$ cat config.mk
export PLATFORM = sky130hd
export DESIGN_NAME = sps_core
export DESIGN_NICKNAME = d
export VERILOG_FILES = /design/src/common/sps_pkg.sv /design/src/rtl/sps_core.sv /design/src/rtl/sps_fifo.sv
export VERILOG_INCLUDE_DIRS = /design/src /design/src/common
export SDC_FILE = /design/constraint.sdc
export NUM_CORES = 1
export LEC_CHECK = 0
export ABC_AREA = 1
export BUFFER_PORTS_ARGS = -buffer_cell sky130_fd_sc_hd__buf_2
export CAP_MARGIN = 30
export CORE_ASPECT_RATIO = 1.1
export CORE_MARGIN = 5
export CORE_UTILIZATION = 55
export CTS_CLUSTER_SIZE = 10
export DETAILED_ROUTE_END_ITERATION = 8
export PLACE_DENSITY = 0.74
export SYNTH_ARGS = -nofsm -noshare
export SYNTH_HDL_FRONTEND = slang
export SYNTH_SLANG_ARGS = --single-unit
$ cat constraint.sdc
create_clock -name core_clk -period 5.5 [get_ports core_clk]
set_clock_uncertainty 0.15 [all_clocks]
set_input_delay 1.1 -clock core_clk [delete_from_list [all_inputs] [get_ports core_clk]]
set_output_delay 1.1 -clock core_clk [all_outputs]
set_load 0.05 [all_outputs]
$ cat src/common/sps_regs.svh
// Bit count, queue sizes and reset values for the serial peripheral port.
`ifndef SPS_REGS_SVH
`define SPS_REGS_SVH
`define SPS_CTRL_RESET 8'h00
`define SPS_CSR_RESET 8'h00
`define SPS_DATA_RESET 8'h00
`define SPS_BITS_PER_BYTE 4'h8
`define SPS_FIFO_DEPTH 16
`define SPS_FIFO_WIDTH 8
`endif

$ cat src/common/sps_pkg.sv
// Types shared by the serial peripheral port design.
package sps_pkg;
    // Control register fields as software writes them.
    typedef struct packed {
        logic transfer_irq_enable;
        logic port_enable;
        logic master_select;
        logic clock_polarity;
        logic clock_phase;
        logic [2:0] bit_rate_select;
    } sps_ctrl_s;
    // Control/status register fields.
    typedef struct packed {
        logic transfer_done_flag;
        logic overrun;
        logic soft_select_manage;
        logic soft_select_level;
    } sps_csr_s;
    // Shift engine states.
    typedef enum logic [2:0] {
        SPS_IDLE = 3'b001,
        SPS_LEAD = 3'b010,
        SPS_TRAIL = 3'b100
    } sps_state_e;
endpackage

$ cat src/rtl/sps_core.sv
// Serial peripheral port: master/slave byte shifter with two-step flag clear.
//
// Function
// - Master drives SCK with rate, polarity and phase from control bits.
// - In master mode, master-select and port enable are forced clear while select is low.
// - Master data write loads shifter, MOSI sends MSB first.
// - Byte end sets done flag; interrupt if enabled and CPU unmasked.
// - Master clears done flag by status access then data read.
// - Data writes ignored while flag set until status is read or written.
// - Slave takes serial clock from SCK pin, never generates it.
// - Slave data write loads shifter, MISO sends MSB first.
// - Slave transfer starts on select with a byte queued, MSB first on MOSI.
// - Slave clears flag by status access then data read or write.
`timescale 1ns/10ps
`include "sps_regs.svh"
module sps_core
    import sps_pkg::*;
(
    input wire logic core_clk, // Core clock, 250 MHz.
    input wire logic nrst, // Synchronous reset, active low.
    input wire logic ctrl_wr, // Control register write strobe.
    input wire logic [7:0] ctrl_wdata, // Control register write data.
    output sps_ctrl_s ctrl, // Control register contents.
    input wire logic csr_wr, // Control/status write strobe.
    input wire logic csr_rd, // Control/status read strobe.
    input wire logic [1:0] csr_wdata, // Soft select manage and level.
    output sps_csr_s csr, // Control/status contents.
    input wire logic data_wr, // Data register write strobe.
    input wire logic data_rd, // Data register read strobe.
    input wire logic [7:0] data_wdata, // Byte to send.
    output logic [7:0] data_rdata, // Last received byte.
    input wire logic cpu_irq_mask, // CPU condition code interrupt mask.
    output logic transfer_irq, // Interrupt request level.
    output logic tx_full, // Transmit queue cannot accept a byte.
    input wire logic sck_in, // SCK pin input.
    output logic sck_out, // SCK pin output.
    output logic sck_oe_n, // SCK enable, low while driving.
    input wire logic mosi_in, // MOSI pin input.
    output logic mosi_out, // MOSI pin output.
    output logic mosi_oe_n, // MOSI enable, low while driving.
    input wire logic miso_in, // MISO pin input.
    output logic miso_out, // MISO pin output.
    output logic miso_oe_n, // MISO enable, low while driving.
    input wire logic ss_n_in // Slave select pin, active low.
);
    ////////////////////////////////////////////////////////////////////////
    // Pin synchronisers; the first stage feeds only the second.
    logic [2:0] sync1;
    logic [2:0] sync2;
    logic sck_prev;
    always_ff @(posedge core_clk) begin
        if (!nrst) begin
            sync1 <= 3'h7;
            sync2 <= 3'h7;
            sck_prev <= 1'b1;
        end else begin
            sync1 <= {ss_n_in, sck_in, mosi_in | miso_in & 1'b0};
            sync2 <= sync1;
            sck_prev <= sync2[1];
        end
    end
    // MISO is needed separately in master mode; keep it in its own pair.
    logic miso_s1;
    logic miso_s2;
    always_ff @(posedge core_clk) begin
        if (!nrst) begin
            miso_s1 <= 1'b0;
            miso_s2 <= 1'b0;
        end else begin
            miso_s1 <= miso_in;
            miso_s2 <= miso_s1;
        end
    end
    wire ss_pin_n = sync2[2];
    wire sck_pin = sync2[1];
    wire mosi_pin = sync2[0];

    ////////////////////////////////////////////////////////////////////////
    // Effective select: soft level when managed by software, else the pin.
    wire sel_high = csr.soft_select_manage ? csr.soft_select_level : ss_pin_n;
    wire is_master = ctrl.master_select && ctrl.port_enable;
    wire is_slave = !ctrl.master_select && ctrl.port_enable;
    wire slave_sel = is_slave && !sel_high;
    sps_state_e state;
    wire busy = (state != SPS_IDLE);

    // Rate divider: half bit period of 2^(rate+1) core clocks.
    logic [8:0] div_cnt;
    wire [8:0] div_top = 9'((9'h2 << ctrl.bit_rate_select) - 9'h1);
    wire half_tick = is_master && busy && (div_cnt == div_top);
    always_ff @(posedge core_clk) begin
        if (!nrst || !busy || half_tick) begin
            div_cnt <= 9'h000;
        end else begin
            div_cnt <= div_cnt + 9'h001;
        end
    end

    ////////////////////////////////////////////////////////////////////////
    // Edge sources: divider ticks in master, sampled SCK edges in slave.
    wire sck_edge = slave_sel && (sck_pin != sck_prev);
    wire edge_evt = half_tick || sck_edge;

    // Control register with select forcing.
    // select low in master mode clears mode
    wire force_clr = is_master && !sel_high;
    always_ff @(posedge core_clk) begin
        if (!nrst) begin
            ctrl <= sps_ctrl_s'(`SPS_CTRL_RESET);
        end else if (ctrl_wr) begin
            ctrl <= sps_ctrl_s'(ctrl_wdata);
        end else if (force_clr) begin
            ctrl.master_select <= 1'b0;
            ctrl.port_enable <= 1'b0;
        end
    end

    ////////////////////////////////////////////////////////////////////////
    // Two-step clear: status access arms, data read (or data write in slave mode) finishes.
    logic armed;
    logic [7:0] shifter;
    logic [3:0] bit_cnt;
    logic rx_bit;
    logic done_evt;
    wire fifo_out_valid;
    wire [7:0] fifo_out_data;
    wire csr_access = csr_rd || csr_wr;
    wire clr_req = armed && (data_rd || (!ctrl.master_select && data_wr));
    wire wr_ok = data_wr && !(csr.transfer_done_flag && !armed);
    always_ff @(posedge core_clk) begin
        if (!nrst) begin
            armed <= 1'b0;
        end else if (csr_access && csr.transfer_done_flag) begin
            armed <= 1'b1;
        end else if (clr_req || !csr.transfer_done_flag) begin
            armed <= 1'b0;
        end
    end
    always_ff @(posedge core_clk) begin
        if (!nrst) begin
            csr <= sps_csr_s'(`SPS_CSR_RESET);
        end else begin
            if (csr_wr) begin
                csr.soft_select_manage <= csr_wdata[1];
                csr.soft_select_level <= csr_wdata[0];
            end
            if (done_evt) begin
                csr.transfer_done_flag <= 1'b1;
                csr.overrun <= csr.transfer_done_flag && !clr_req;
            end else if (clr_req) begin
                csr.transfer_done_flag <= 1'b0;
                csr.overrun <= 1'b0;
            end
        end
    end
    assign transfer_irq = csr.transfer_done_flag && ctrl.transfer_irq_enable && !cpu_irq_mask;

    ////////////////////////////////////////////////////////////////////////
    // Shift engine. Leading edge samples, trailing edge shifts the next bit.
    // Phase 1 defers the first sample by one edge.
    wire start_ok = fifo_out_valid && (is_master || slave_sel) && !busy;
    wire sample_edge = (state == SPS_LEAD);
    wire rx_in = ctrl.master_select ? miso_s2 : mosi_pin;
    logic phase_skip;
    always_ff @(posedge core_clk) begin
        if (!nrst) begin
            state <= SPS_IDLE;
            shifter <= `SPS_DATA_RESET;
            bit_cnt <= 4'h0;
            rx_bit <= 1'b0;
            phase_skip <= 1'b0;
            done_evt <= 1'b0;
            data_rdata <= `SPS_DATA_RESET;
        end else begin
            done_evt <= 1'b0;
            case (state)
                SPS_IDLE: begin
                    if (start_ok) begin
                        shifter <= fifo_out_data;
                        bit_cnt <= 4'h0;
                        phase_skip <= ctrl.clock_phase;
                        state <= SPS_LEAD;
                    end
                end
                SPS_LEAD: begin
                    if (edge_evt) begin
                        if (phase_skip) begin
                            phase_skip <= 1'b0;
                        end else begin
                            rx_bit <= rx_in;
                            state <= SPS_TRAIL;
                        end
                    end
                end
                SPS_TRAIL: begin
                    // Phase 1 has no clock edge after the last sample, so the final
                    // shift follows at once rather than adding a seventeenth edge.
                    if (edge_evt || (ctrl.clock_phase && bit_cnt == 4'h7)) begin
                        shifter <= {shifter[6:0], rx_bit};
                        bit_cnt <= bit_cnt + 4'h1;
                        if (bit_cnt == `SPS_BITS_PER_BYTE - 4'h1) begin
                            data_rdata <= {shifter[6:0], rx_bit};
                            done_evt <= 1'b1;
                            state <= SPS_IDLE;
                        end else begin
                            state <= SPS_LEAD;
                        end
                    end
                end
                default: begin
                    state <= SPS_IDLE;
                end
            endcase
            if (slave_sel == 1'b0 && !is_master && busy) begin
                state <= SPS_IDLE;
            end
        end
    end

    ////////////////////////////////////////////////////////////////////////
    // Serial clock: idles at polarity, toggles with each half tick.
    // master clock generation
    always_ff @(posedge core_clk) begin
        if (!nrst) begin
            sck_out <= 1'b0;
        end else if (!busy) begin
            sck_out <= ctrl.clock_polarity;
        end else if (half_tick) begin
            sck_out <= !sck_out;
        end
    end
    assign sck_oe_n = !is_master;
    assign mosi_out = shifter[7];
    assign mosi_oe_n = !is_master;
    assign miso_out = shifter[7];
    assign miso_oe_n = !slave_sel;

    // Transmit queue; a write is taken only when room remains.
    wire fifo_in_ready;
    assign tx_full = !fifo_in_ready;
    sps_fifo #(
        .WIDTH(`SPS_FIFO_WIDTH),
        .DEPTH(`SPS_FIFO_DEPTH)
    ) u_fifo (
        .core_clk(core_clk),
        .nrst(nrst),
        .in_valid(wr_ok && ctrl.port_enable),
        .in_ready(fifo_in_ready),
        .in_data(data_wdata),
        .out_valid(fifo_out_valid),
        .out_ready(start_ok),
        .out_data(fifo_out_data)
    );
endmodule

$ cat src/rtl/sps_fifo.sv
// Small valid/ready FIFO holding bytes queued for transmission.
`timescale 1ns/10ps
module sps_fifo #(
    parameter int WIDTH = 8,
    parameter int DEPTH = 16
) (
    input wire logic core_clk, // Core clock.
    input wire logic nrst, // Synchronous reset, active low.
    input wire logic in_valid, // Write side offers a word.
    output logic in_ready, // Room for a word.
    input wire logic [WIDTH-1:0] in_data, // Word written.
    output logic out_valid, // A word is waiting.
    input wire logic out_ready, // Drain side takes the word.
    output logic [WIDTH-1:0] out_data // Oldest word, read combinationally from storage.
);
    localparam int AW = $clog2(DEPTH);
    logic [WIDTH-1:0] mem [DEPTH];
    logic [AW-1:0] wr_ptr;
    logic [AW-1:0] rd_ptr;
    logic [AW:0] count;
    wire push = in_valid && in_ready;
    wire pop = out_valid && out_ready;
    // Honest full and empty taken from the occupancy count.
    assign in_ready = (count != (AW + 1)'(DEPTH));
    assign out_valid = (count != '0);
    assign out_data = mem[rd_ptr];
    ////////////////////////////////////////////////////////////////////////
    // Pointers and storage; data is written into registers, read out of them.
    always_ff @(posedge core_clk) begin
        if (!nrst) begin
            wr_ptr <= '0;
            rd_ptr <= '0;
            count <= '0;
        end else begin
            if (push) begin
                mem[wr_ptr] <= in_data;
                wr_ptr <= wr_ptr + 1'b1;
            end
            if (pop) begin
                rd_ptr <= rd_ptr + 1'b1;
            end
            count <= count + (AW + 1)'(push) - (AW + 1)'(pop);
        end
    end
endmodule
==> qor.yml <==
floorplanning:
  num_io_pins: 58
  rows: 47
  start_util: 0.564
  dieArea_sq_mm: 0.0181
  chipHeight_um: 141
  core_area_sq_mm: 0.0151
  die_w_um: 129
grt:
  grt_pass1_vias: 5873
  grt_pass1_wl_um: 30100
  grt_remaining_overflow: 0
  grt_use_total: 0.210
  grt_max_degree: 66
  antenna_found_initial: 0
clock_network:
  cts_setup_buffers: 0
  cts_tree: "yes"
  cts_hold_buf: 0
  htree_levels: 1
  cts.clk_slew.worst_paths_ns: 0.06
  cts-root-buf: "clkbuf_16"
  numCtsBuffers: 24
  clock-sinks: 203
  cts_max_path_buffers: 3
  cts-resized-gates: 0
  clk_latency_ns: 0.52
power_and_ir_drop:
  seq_power_share: 0.473
  power.density_mw_per_mm2: 384
  swShare: 0.277
  cellLeakagePower_nw: 3.62
  p_sw_mw: 1.02
  pwr-share-comb: 0.155
  p_int_mw: 2.66
  vdd_drop_max_mv: 0.285
  power_frac_clock: 0.372
hold_path:
  min_to: "sync2[2]"
  hp-class: "reg2reg"
  hold-path-cell-count: 1
  min-delay-start: "sync1[2]"
routing:
  wl_um: 19300
  drt-initial-drc-count: 628
  wl_met3_um: 1210
  via_count: 6139
  drt-pass1-iter-count: 5
  m1WireLength_um: 8510
  route.met2.wl_um: 9140
  drc_errors: 0
  drt-vias-per-instance: 5.46
  top_layer: "met4"
  final_antenna_net_count: 0
  avgRoutedWirePerCell_um: 17.2
logic_synthesis:
  synth_area_sq_mm: 0.00852
  syn_inst: 862
  yosys_warnings: 0
  synth.avg_cell_area_sq_um: 9.89
  ys_seq_area_frac: 0.627
  ys_ff_latch: 203
  yosysUniqueCellTypes: 36
  syn_nets: 907
cells_and_area:
  syn2layout_area_growth_pct: 12.7
  drive_gt1_frac: 0.127
  fin_cells: 1124
  nets: 961
  antennaDiodeCount: 0
timing:
  period_needed_ns: 2.96
  max_freq_ghz: 0.338
  rsz0062_at_grt: "no"
  setup_viol: 0
  setup_slack_ns: 2.54
  worst_hold_slack_ns: 0.265
  drv_slew: 0
  finalCritPeriodShare: 0.538
  worst_slew_pin_slew_ns: 1.02
  max_slew_margin: 0.312
  fin_tns_setup_ns: 0
  hold_viol: 0
worst_setup_path:
  crit_fanout: 3
  r2r_end: "shifter[0]"
  worst-r2r-setup-slack_ns: 2.63
  critPathKind: "reg2out"
  reg2reg_depth: 10
  arrival_ns: 1.71
  end_kind: "primary output"
  required_ns: 4.25
  start_kind: "flip-flop"
placed_design:
  dp_hpwl_um: 12400
  dp_cells: 1084
  place_congestion: 0.820
  pre_cts_ws_ns: 2.13
  portBuffers: 57
outcome:
  status: "complete, no violations"
job:
  maxCapViolCount: 0
per-layer routing:
metal  vias to the layer above  track usage
li1                       3040            -
met2                       226        0.340
met4                         0       0.0647
met1                      2837        0.295
met5                         -            0
met3                        36       0.0312
state kept, by name, summed over array words and instances (netlist names), 3 cells and up, named ones only:
name           flops
sync2              3
div_cnt            9
u_fifo.count       5
u_fifo.wr_ptr      4
u_fifo.mem       128
bit_cnt            4
shifter            8
data_rdata         8
ctrl               8
u_fifo.rd_ptr      4
csr                4
sync1              3
state              3
synthesized netlist by cell type:
cell type	n	share of area
inv_2	5	0.0022
o22ai_1	1	0.00073
or2_2	9	0.0066
a31oi_1	1	0.00073
a21oi_2	1	0.0010
o21ai_0	94	0.055
nor3b_1	2	0.0018
inv_1	63	0.028
ha_1	14	0.021
clkinv_1	1	0.00044
edfxtp_1	128	0.45
xor2_1	10	0.010
fa_1	1	0.0023
nor3_1	14	0.0082
nand2_2	6	0.0044
nand3b_1	1	0.00088
buf_2	5	0.0029
clkbuf_1	23	0.010
nand2_1	102	0.045
nand3_2	2	0.0023
a211oi_1	3	0.0026
nor2_2	2	0.0015
a21oi_1	35	0.021
nor2_1	172	0.076
buf_4	2	0.0018
nor3_2	1	0.0012
nand3_1	33	0.019
buf_6	3	0.0040
o211ai_1	32	0.028
xnor2_1	2	0.0021
buf_1	3	0.0013
o21ai_1	11	0.0065
nand4_1	3	0.0022
nand4_2	1	0.0015
dfxtp_1	75	0.18
a2111oi_0	1	0.0010
through the flow:
step,utilization,area (sq um),power (mW)
2_1_floorplan,-,8520,2.22
3_3_place_gp,0.590,8910,2.33
3_5_place_dp,0.590,8920,2.34
4_1_cts,0.634,9590,3.70
5_1_grt,0.635,9600,3.85
6_report,0.635,9600,3.69
how the worst max path moves through the flow:
stage / start / end / slack [ns] / cells after the start
floorplan: ctrl[5] / u_fifo.count[4] / 2.32 / 13
global placement: nrst / u_fifo.mem[2][1] / 2.14 / 6
detailed placement: nrst / u_fifo.mem[6][2] / 2.13 / 6
CTS: csr[1] / miso_oe_n / 2.53 / 6
global route: flip-flop / shifter[3] / 2.39 / 10
finish: csr[1] / miso_oe_n / 2.54 / 6
worst max-delay path, stage by stage (launching register included):
cell and delay, ns:
dfxtp_1 0.31, or2_2 0.28, o21ai_1 0.10, nand2_1 0.09
nor2_1 0.15, inv_1 0.06, buf_2 0.21
cells by family after synthesis:
group / after synthesis / share of synthesized area
simple gates: 348 / 0.171
flops: 203 / 0.627
compound gates: 179 / 0.117
buf+inv: 105 / 0.0505
fa+ha+maj: 15 / 0.0229
xor+xnor: 12 / 0.0123
layout make-up:
| cell class | count | area, sq um |
|---|---|---|
| fillers | 1167 | 5510 |
| inverters | 69 | 259 |
| clock inverters | 2 | 25.0 |
| repair buffers | 64 | 335 |
| multi-input cells | 554 | 2750 |
| clock buffers | 36 | 646 |
| well taps | 196 | 245 |
| flip-flops and latches | 203 | 5350 |
placed cells by master (no fill, tap or decap), types with 2 or more instances in the layout:
master,Yosys,layout
o21ai_1,11,11
nor2_1,172,172
inv_1,63,63
ha_1,14,14
a21oi_1,35,35
xnor2_1,2,2
or2_2,9,9
clkbuf_4,0,2
nand3_2,2,2
o211ai_1,32,32
o21ai_0,94,94
nor2_2,2,2
nand2_1,102,102
edfxtp_1,128,128
nor3b_1,2,2
a211oi_1,3,3
buf_2,5,58
nand4_1,3,3
dfxtp_1,75,74
clkbuf_16,0,24
buf_4,2,4
nand2_2,6,6
nor3_1,14,14
xor2_1,10,10
inv_2,5,5
nand3_1,33,33
clkbuf_1,23,12
power by group through the flow:
stage	Sequential, mW	Combinational (mW)	Clock (mW)
floorplan	1.81	0.410	0
global placement	1.77	0.561	0
detailed placement	1.77	0.568	0
CTS	1.74	0.573	1.39
global route	1.75	0.650	1.45
finish	1.74	0.571	1.37
No activity file was read; power rests on OpenSTA's default activity.
